[src/dcg_regs.vh]
// register map constants for the channel-one gain and output configuration bank
// assumes an 8-bit internal register port decoded by the control-port front end
`ifndef DCG_REGS_VH
`define DCG_REGS_VH
`define DCG_ADDR_OUTCFG      8'h66
`define DCG_ADDR_AVOL        8'h67
`define DCG_ADDR_AFINE       8'h68
`define DCG_ADDR_BVOL        8'h69
`define DCG_RST_OUTCFG       8'h20
`define DCG_RST_VOL          8'hC9
`define DCG_RST_AFINE        8'h80
`define DCG_RST_FINE_CODE    4'h8
`define DCG_RST_BW           1'b0
`define DCG_LVL_RESERVED     3'h7
`define DCG_VOL_MUTE         8'h00
`define DCG_VOL_UNITY        8'hC9
`define DCG_FINE_UNITY       4'h8
`define DCG_RSVD_ZERO        4'h0
// gain in 0.1 dB units; volume step is 5 tenths, sized so the product stays 12 bits
`define DCG_VOL_STEP_TENTHS  12'sh005
`define DCG_GAIN_W           12
`define DCG_RST_DRV          2'h0
`define DCG_RST_LVL          3'h4
`define DCG_RST_IMP          1'h0
`define DCG_RST_FS           1'h0
`define DCG_RST_CMT          1'h0
`define DCG_RST_FLAG         1'h0
`define DCG_RD_IDLE          8'h00
`define DCG_DRV_MSB          7
`define DCG_DRV_LSB          6
`define DCG_LVL_MSB          5
`define DCG_LVL_LSB          3
`define DCG_IMP_BIT          2
`define DCG_FS_BIT           1
`define DCG_CMT_BIT          0
`define DCG_FINE_MSB         7
`define DCG_FINE_LSB         4
`define DCG_SUB_CNT          2
`endif

[src/dcg_gain_calc.v]
// combines volume code and fine gain code into a total gain in 0.1 dB units
// assumes the caller registers the result
`timescale 1ns/1ps
`include "dcg_regs.vh"
module dcg_gain_calc (
  // codes
  input  wire [7:0]                   volCode,
  input  wire [3:0]                   fineCode,
  // result
  output wire                         mute,
  output wire signed [`DCG_GAIN_W-1:0] gainTenths
);
  wire signed [`DCG_GAIN_W-1:0] volPart;
  wire signed [`DCG_GAIN_W-1:0] finePart;

  assign mute = (volCode == `DCG_VOL_MUTE);
  // 0.5 dB per code, unity at 201 so code 1 is -100 dB and 255 is +27 dB
  assign volPart = ($signed({4'h0, volCode}) - $signed({4'h0, `DCG_VOL_UNITY}))
                   * `DCG_VOL_STEP_TENTHS;
  assign finePart = $signed({8'h00, fineCode}) - $signed({8'h00, `DCG_FINE_UNITY});
  // muted channels report zero gain, the mute flag governs the path
  assign gainTenths = mute ? {`DCG_GAIN_W{1'b0}} : volPart + finePart;
endmodule // dcg_gain_calc

[src/dcg_chan_cfg.v]
// channel-one gain and output configuration register bank with gain outputs
// assumes a synchronous byte-wide register port from the control-port decoder
`timescale 1ns/1ps
`include "dcg_regs.vh"
module dcg_chan_cfg (
  // clock and reset
  input  wire                          sys_clk,
  input  wire                          rstn,
  // register port
  input  wire                          regWrEn,
  input  wire                          regRdEn,
  input  wire [7:0]                    regAddr,
  input  wire [7:0]                    regWrData,
  output reg  [7:0]                    regRdData,
  output reg                           regHit,
  // bandwidth select from the neighbouring configuration register
  input  wire                          channelBandwidthSelect,
  // analog output configuration
  output reg  [1:0]                    minusSideDriverType,
  output reg  [2:0]                    minusSideLevel,
  output reg                           plusBypassInputImpedance,
  output reg                           channelFullscaleSelect,
  output reg                           commonModeToleranceSelect,
  output reg                           wideBandwidth,
  output reg                           fullscaleConflict,
  output reg                           levelReserved,
  // digital gain stage
  output reg  [7:0]                    subAVolumeCode,
  output reg  [7:0]                    subBVolumeCode,
  output reg  [3:0]                    subAFineGainCode,
  output reg                           subAMute,
  output reg                           subBMute,
  output reg  signed [`DCG_GAIN_W-1:0] subAGain,
  output reg  signed [`DCG_GAIN_W-1:0] subBGain
);
  // output configuration fields, kept apart so each has its own reset value
  reg  [1:0]                    driveField;
  reg  [2:0]                    levelField;
  reg                           impField;
  reg                           fsField;
  reg                           cmtField;
  // register port decode
  wire                          wrOutCfg;
  wire                          wrAVol;
  wire                          wrAFine;
  wire                          wrBVol;
  wire                          anyAccess;
  wire [7:0]                    outCfgView;
  wire [7:0]                    fineView;
  reg  [7:0]                    next_regRdData;
  reg                           next_regHit;
  // per sub-channel gain buses, sub-channel A in the low slice
  wire [`DCG_SUB_CNT*8-1:0]     volBus;
  wire [`DCG_SUB_CNT*4-1:0]     fineBus;
  wire [`DCG_SUB_CNT-1:0]       muteBus;
  wire [`DCG_SUB_CNT*`DCG_GAIN_W-1:0] gainBus;
  genvar                        gi;

  assign wrOutCfg   = regWrEn & (regAddr == `DCG_ADDR_OUTCFG);
  assign wrAVol     = regWrEn & (regAddr == `DCG_ADDR_AVOL);
  assign wrAFine    = regWrEn & (regAddr == `DCG_ADDR_AFINE);
  assign wrBVol     = regWrEn & (regAddr == `DCG_ADDR_BVOL);
  assign anyAccess  = regRdEn | regWrEn;
  assign outCfgView = {driveField, levelField, impField, fsField, cmtField};
  // low nibble is never stored, so it reads zero whatever the host wrote
  assign fineView   = {subAFineGainCode, `DCG_RSVD_ZERO};

  // output configuration register
  always @(posedge sys_clk or negedge rstn)
  begin
    if (!rstn)
    begin
      driveField <= `DCG_RST_DRV;
      levelField <= `DCG_RST_LVL;
      impField   <= `DCG_RST_IMP;
      fsField    <= `DCG_RST_FS;
      cmtField   <= `DCG_RST_CMT;
    end
    else if (wrOutCfg)
    begin
      driveField <= regWrData[`DCG_DRV_MSB:`DCG_DRV_LSB];
      // level 7 is stored as written and flagged below, not refused
      levelField <= regWrData[`DCG_LVL_MSB:`DCG_LVL_LSB];
      impField   <= regWrData[`DCG_IMP_BIT];
      fsField    <= regWrData[`DCG_FS_BIT];
      cmtField   <= regWrData[`DCG_CMT_BIT];
    end
  end

  // sub-channel A volume
  always @(posedge sys_clk or negedge rstn)
  begin
    if (!rstn)
    begin
      subAVolumeCode <= `DCG_RST_VOL;
    end
    else if (wrAVol)
    begin
      subAVolumeCode <= regWrData;
    end
  end

  // sub-channel A fine gain
  always @(posedge sys_clk or negedge rstn)
  begin
    if (!rstn)
    begin
      subAFineGainCode <= `DCG_RST_FINE_CODE;
    end
    else if (wrAFine)
    begin
      subAFineGainCode <= regWrData[`DCG_FINE_MSB:`DCG_FINE_LSB];
    end
  end

  // sub-channel B volume
  always @(posedge sys_clk or negedge rstn)
  begin
    if (!rstn)
    begin
      subBVolumeCode <= `DCG_RST_VOL;
    end
    else if (wrBVol)
    begin
      subBVolumeCode <= regWrData;
    end
  end

  // read decode; unmapped addresses answer zero with no hit
  always @*
  begin
    next_regRdData = `DCG_RD_IDLE;
    next_regHit    = 1'h1;
    case (regAddr)
      `DCG_ADDR_OUTCFG:
      begin
        next_regRdData = outCfgView;
      end
      `DCG_ADDR_AVOL:
      begin
        next_regRdData = subAVolumeCode;
      end
      `DCG_ADDR_AFINE:
      begin
        next_regRdData = fineView;
      end
      `DCG_ADDR_BVOL:
      begin
        next_regRdData = subBVolumeCode;
      end
      default:
      begin
        next_regHit = 1'h0;
      end
    endcase
  end

  assign volBus  = {subBVolumeCode, subAVolumeCode};
  // sub-channel B fine gain lives outside this bank, so it runs at unity
  assign fineBus = {`DCG_FINE_UNITY, subAFineGainCode};

  generate
    for (gi = 0; gi < `DCG_SUB_CNT; gi = gi + 1)
    begin : gSub
      dcg_gain_calc dcg_gain_calc_i (
        .volCode    (volBus[gi*8 +: 8]),
        .fineCode   (fineBus[gi*4 +: 4]),
        .mute       (muteBus[gi]),
        .gainTenths (gainBus[gi*`DCG_GAIN_W +: `DCG_GAIN_W])
      );
    end
  endgenerate

  // register port answer, one cycle after the taking edge
  always @(posedge sys_clk or negedge rstn)
  begin
    if (!rstn)
    begin
      regRdData <= `DCG_RD_IDLE;
      regHit    <= `DCG_RST_FLAG;
    end
    else
    begin
      regRdData <= regRdEn ? next_regRdData : `DCG_RD_IDLE;
      regHit    <= anyAccess & next_regHit;
    end
  end

  // analog configuration copies; one cycle behind storage keeps them glitch free
  always @(posedge sys_clk or negedge rstn)
  begin
    if (!rstn)
    begin
      minusSideDriverType       <= `DCG_RST_DRV;
      minusSideLevel            <= `DCG_RST_LVL;
      plusBypassInputImpedance  <= `DCG_RST_IMP;
      channelFullscaleSelect    <= `DCG_RST_FS;
      commonModeToleranceSelect <= `DCG_RST_CMT;
      wideBandwidth             <= `DCG_RST_BW;
      fullscaleConflict         <= `DCG_RST_FLAG;
      levelReserved             <= `DCG_RST_FLAG;
    end
    else
    begin
      minusSideDriverType       <= driveField;
      minusSideLevel            <= levelField;
      plusBypassInputImpedance  <= impField;
      channelFullscaleSelect    <= fsField;
      commonModeToleranceSelect <= cmtField;
      wideBandwidth             <= channelBandwidthSelect;
      // higher full scale only holds in audio bandwidth; misuse is flagged, not blocked
      fullscaleConflict         <= fsField & channelBandwidthSelect;
      levelReserved             <= (levelField == `DCG_LVL_RESERVED);
    end
  end

  // digital gain stage copies
  always @(posedge sys_clk or negedge rstn)
  begin
    if (!rstn)
    begin
      subAMute <= `DCG_RST_FLAG;
      subBMute <= `DCG_RST_FLAG;
      subAGain <= {`DCG_GAIN_W{1'h0}};
      subBGain <= {`DCG_GAIN_W{1'h0}};
    end
    else
    begin
      subAMute <= muteBus[0];
      subBMute <= muteBus[1];
      subAGain <= gainBus[`DCG_GAIN_W-1:0];
      subBGain <= gainBus[2*`DCG_GAIN_W-1:`DCG_GAIN_W];
    end
  end
endmodule // dcg_chan_cfg

[config.mk]
export PLATFORM = sky130hd
export DESIGN_NAME = dcg_chan_cfg
export DESIGN_NICKNAME = d
export VERILOG_FILES = /design/src/dcg_gain_calc.v /design/src/dcg_chan_cfg.v
export VERILOG_INCLUDE_DIRS = /design/src
export SDC_FILE = /design/constraint.sdc
export NUM_CORES = 1
export LEC_CHECK = 0
export ABC_AREA = 1
export BUFFER_PORTS_ARGS = -buffer_cell sky130_fd_sc_hd__buf_2
export CAP_MARGIN = 20
export CORE_ASPECT_RATIO = 1.75
export CORE_MARGIN = 1.5
export CORE_UTILIZATION = 35
export CTS_BUF_LIST = sky130_fd_sc_hd__clkbuf_8
export CTS_CLUSTER_DIAMETER = 80
export DETAILED_ROUTE_END_ITERATION = 8
export PLACE_DENSITY = 0.64
export SLEW_MARGIN = 20
export SYNTH_ARGS = -nofsm -noshare
export SYNTH_HDL_FRONTEND = slang
export SYNTH_SLANG_ARGS = --single-unit
[constraint.sdc]
create_clock -name sys_clk -period 5.24 [get_ports sys_clk]
set_clock_uncertainty 0.2 [all_clocks]
set_input_delay 0.262 -clock sys_clk [delete_from_list [all_inputs] [get_ports sys_clk]]
set_output_delay 0.262 -clock sys_clk [all_outputs]
set_load 0.02 [all_outputs]
* Word level (Yosys, flattened, before mapping)
Cells that the tools add are included.
Word-level totals: register bits 74, output and inout bits 66, word-level logic and storage cells 48
Operators by class: add/subtract/negate cells 4, multipliers 2, eq/ne operators 5, multiplexer cells 5, bitwise logic cells 7, reductions and logical operators 3
Operators by type and width (number):
- 8-bit by 7-bit equality test with 1-bit output, second input constant | 4
- 8-bit case mux with 4 select lines | 1
- 12-bit by 4-bit multiplier with 12-bit output, second input constant | 2
- 12-bit two-way mux | 2
- 8-bit by 8-bit subtractor with 9-bit output, second input constant | 2
- 8-bit logical NOT | 2
- 12-bit adder | 1
- 8-bit two-way mux | 1
- 1-bit bitwise AND | 6
- 4-bit by 4-bit subtractor with 5-bit output, second input constant | 1
- 4-bit OR reduction | 1
- 3-bit equality test, second input constant | 1
- 1-bit two-way mux | 1
- 1-bit OR | 1

* Logic depth before layout (Yosys ltp)
depth after elaboration 4, gate-level depth with buffers 20

* Cells and area by module
Synthesis repeated with hierarchy kept, for this count alone.
Second synthesis, totals: cell total of the unflattened synthesis 664, area total of the unflattened synthesis 5231.3 µm²
By module, submodules not included:
- dcg_chan_cfg | times used 1, cells each 254, area an instance 2767.7 µm², seq. area each 1865.5 µm²
- dcg_gain_calc at gSub[1].dcg_gain_calc_i | times used 1, cells each 206, area an instance 1244.9 µm², seq. area each 0.0 µm²
- dcg_gain_calc at gSub[0].dcg_gain_calc_i | times used 1, cells each 204, area an instance 1218.7 µm², seq. area each 0.0 µm²

* Least setup slack after synthesis
Ideal clock, no wire load.
path kind register -> register, start register subAVolumeCode[0], end register subAGain[11], setup time 0.117 ns, data arrival time 2.989 ns, path slack 1.934 ns, stages on the path, launching flop included 19, period minus slack after synthesis 3.306 ns, path through dfstp_2 > inv_1 > nand3_1 > nand2_1 > nand2_1 > o21ai_0 > xor2_1 > ha_1 > inv_1 > fa_1 > inv_1 > ha_1 > nand2_1 > nor2_1 > nand3_1 > nand3_1 > nand2_1 > nand2_1 > nor2_1
Between the ends: longest elaborated chain between the ends 4, elaborated cells on any way between the ends 5, classes of those cells 2 x add/sub; 1 x mul; 1 x mux; 1 x reduce/logical
Ends and longest elaborated chain:
- start, declared | RTL line dcg_chan_cfg.v:28 | output reg [7:0] subAVolumeCode,
- start signal, assigned | RTL line dcg_chan_cfg.v:95 | subAVolumeCode <= `DCG_RST_VOL;
- start signal, assigned | RTL line dcg_chan_cfg.v:99 | subAVolumeCode <= regWrData;
- 8-bit by 8-bit subtractor with 9-bit output | RTL line dcg_gain_calc.v:18 | assign volPart = ($signed({4'h0, volCode}) - $signed({4'h0, `DCG_VOL_UNITY}))
- 12-bit by 4-bit multiplier with 12-bit output (no line)
- 12-bit adder | RTL line dcg_gain_calc.v:22 | assign gainTenths = mute ? {`DCG_GAIN_W{1'b0}} : volPart + finePart;
- 12-bit two-way mux (*) | RTL line dcg_gain_calc.v:22
- named net gSub[0].dcg_gain_calc_i.gainTenths[11] | RTL line dcg_gain_calc.v:11 | output wire signed [`DCG_GAIN_W-1:0] gainTenths
- end signal, assigned | RTL line dcg_chan_cfg.v:224 | subAGain <= {`DCG_GAIN_W{1'h0}};
- end signal, assigned | RTL line dcg_chan_cfg.v:231 | subAGain <= gainBus[`DCG_GAIN_W-1:0];
- end, declared | RTL line dcg_chan_cfg.v:33 | output reg signed [`DCG_GAIN_W-1:0] subAGain,
The timed path passes the listed nets; every way through them passes the cells marked *. A chain may end at the register's enable or synchronous reset.

* Worst setup path after layout
Same ends and word-level chain as after synthesis.

==> qor.txt <==
Worst Path Required -> 5340 ps
Top FF cell, synth -> dfrtp_1
Layout Cells excl Fill -> 819
syn_nets -> 610
gpl congestion -> 0.874
Combinational Power Share -> 0.430
YS warnings -> 0
Max Root-Sink Buffers -> 2
Cells after Synth -> 540
top cell type by total area after synthesis -> dfrtp_1
initial antenna violation count -> 0
root buf cell -> clkbuf_8
Int Power -> 1.20 mW
Site Rows -> 54
Netlist Area Pre-Place -> 4480 µm²
CP startpoint kind -> flop
post-synth top area share -> 0.352
HPWL Detailed -> 8840 µm
share of layout cells above drive strength 1 -> 0.197
#FFs+latches synth -> 74
unrepaired setup endpoints after global routing -> no
Routed WL -> 11000 µm
vias per inst -> 4.64
post_cts resized -> 0
ANT nets after route -> 0
num ports -> 87
DRC Markers -> 0
crit path DAT -> 3640 ps
async set-reset flop share out of synthesis -> 1.00
Seq/Total Area, Yosys -> 0.417
CP Max Fanout -> 7
Critical Path Sink Type -> flop
routed wire length per instance -> 13.4 µm
min Tclk post-route -> 3540 ps
Rel. slew slack -> 0.388
clock buffer count from CTS -> 9
DP Area -> 5080 µm²
worst hold path class -> primary input to flop
fill cell total of the finished layout -> 1273
synth top area cells -> dfrtp_1 35%, ha_1 11%, nand2_1 9.4%
distinct cell type count of the synthesized netlist -> 31
Top Family by Delay on Critical Path -> adder cells
status -> finished, final reports clean
first-pass GRT wire length -> 17900 µm
H-tree Lvls -> 3
Pins Over Slew Limit -> 0
WP buf/inv -> 4
DRT Pass-1 Iters -> 4
Syn-to-layout area delta -> 20.8%
largest net degree at the start of global routing -> 75
CP cell instances -> inv_1 > ha_1 > nand2_1 > nand2_1 > a21oi_1 > inv_1 > ha_1 > inv_1 > fa_1 > inv_1 > ha_1 > nand2_1 > nand2_1 > a21oi_1 > nand3_1 > nand2_1 > nand2_1 > nor2_1
CP max-delay cell -> dfstp_2
Die W -> 88.5 µm
critical path start-end classification -> flop to flop
number of global-route vias before repair -> 3773
Clock Power Share -> 0.226
Tot Pwr -> 2.03 mW
Slew @ Worst Pin -> 918 ps
Switching Share -> 0.407
Inst Count DP -> 790
hold_ws -> 159 ps
max-cap violation count -> 0
Max Freq -> 0.282 GHz
setup slack at placement -> 1690 ps
crit share post-route -> 0.676
# clock sinks -> 74
final setup margin -> 1700 ps
Hold Vio Cnt, Final -> 0
Clock Latency Late Sink -> 360 ps
EDFF count, synth -> 0
grt total ovfl -> 0
initial DRC count -> 137
# Post-CTS Setup Buffers -> 0
Vert. Die Dim -> 153 µm
pwr/cell area -> 375 nW/µm²
final setup vio count -> 0
GRT Overall Usage -> 0.173
Post-CTS Hold Buffers -> 13
n_diodes -> 0
clock-pin slew on the worst setup and hold paths -> 90 ps
Design Area, Final -> 5410 µm²
Reg power frac -> 0.345
Die Area -> 13500 µm²
syn avg cell area -> 8.29 µm²
Leak Pwr -> 2.91 nW
fin util -> 0.433
Starting Density -> 0.358
crit-path most repeated cell -> nand2_1
Peak VDD IR -> 0.142 mV
# port buffers -> 86
Fin Setup TNS -> 0 ps
core area -> 12500 µm²
Psw -> 0.825 mW
CTS tree -> done
Nets -> 716
slowest stage delay, CP -> 530 ps
total number of vias -> 3804
-- flip-flops by register name (all words and copies together), names as in the netlist, 2 cells and up --
signal	cells
subBGain	12
regRdData	8
subAVolumeCode	8
minusSideLevel	3
minusSideDriverType	2
driveField	2
subBVolumeCode	8
subAFineGainCode	4
levelField	3
subAGain	12
-- power groups by stage --
stage | sequential, mW | clock [mW] | combinational (mW)
after floorplan | 0.822 | 0 | 0.510
after detailed placement | 0.713 | 0 | 0.863
after global routing | 0.711 | 0.490 | 0.991
after global placement | 0.711 | 0 | 0.854
after CTS | 0.701 | 0.476 | 0.875
final | 0.699 | 0.457 | 0.870
-- routing by layer --
| layer | vias to the layer above | global-route usage | wire length (µm) |
|---|---|---|---|
| met4 | 0 | 0.0915 | 489 |
| li1 | 1903 | - | - |
| met3 | 30 | 0.0309 | 403 |
| met5 | - | 0 | 0 |
| met1 | 1770 | 0.180 | 4130 |
| met2 | 101 | 0.318 | 5990 |
-- layout make-up --
class / count / area [µm²] / share of cell area
multi-input cells: 362 / 2200 / 0.406
flip-flops and latches: 74 / 1870 / 0.345
repair buffers: 99 / 563 / 0.104
inverters: 100 / 375 / 0.0694
well taps: 168 / 210 / 0.0389
clock buffers: 9 / 124 / 0.0229
clock inverters: 7 / 76.3 / 0.0141
-- cells in the final DEF, fill, tap and decap left out, types with 3 or more instances in the layout --
cell type	instances
o21ai_2	3
dfstp_2	11
ha_1	40
xor2_1	14
nor3_1	3
nor2_1	60
xnor2_1	4
o21ai_0	34
inv_1	99
nor3_4	3
o21a_1	3
dlygate4sd3_1	13
nand4_1	3
fa_1	9
dfrtp_1	63
clkbuf_8	9
buf_2	85
o21ai_1	4
nand2_1	112
nand3_1	35
a21oi_1	21
-- logic make-up after synthesis --
family	share of synthesized area
simple gates	0.218
buf+inv	0.0930
flops	0.417
compound gates	0.0852
fa+ha+maj	0.152
xor+xnor	0.0352
-- worst register-to-register path, delay by kind of cell, from the launching register on --
kind	cells	cell delay [ps]
compound gates	2	390
fa+ha+maj	4	1370
buf+inv	4	310
flops	1	530
simple gates	8	660
-- path summary, 6_finish.rpt --
path                                   start                      to  slack, ps  cells after the start
max in group asynchronous               rstn  minusSideDriverType[0]       3870                      2
min                               regAddr[4]                impField        160                      5
max                        subAVolumeCode[0]            subAGain[11]       1700                     18
min reg2reg                    levelField[2]       minusSideLevel[2]        190                      0
max reg2reg                subAVolumeCode[0]            subAGain[11]       1700                     18
min in group asynchronous               rstn                subBMute        370                      2
-- Yosys cell counts, types with 2 or more instances --
master and count:
buf_6 3, nor3_1 3, nand3_1 35, o211ai_1 2
nand4_1 3, nand2_1 112, a21oi_1 21, nand2_2 2
xnor2_1 4, nor2_4 2, nor3_4 3, xor2_1 14
o21ai_0 34, dfstp_2 11, o21ai_2 3, inv_1 99
ha_1 40, o21ai_1 4, o21a_1 3, dfrtp_1 63
nor2_2 2, nor2_1 60, fa_1 9
(Power assumes the default switching activity.)
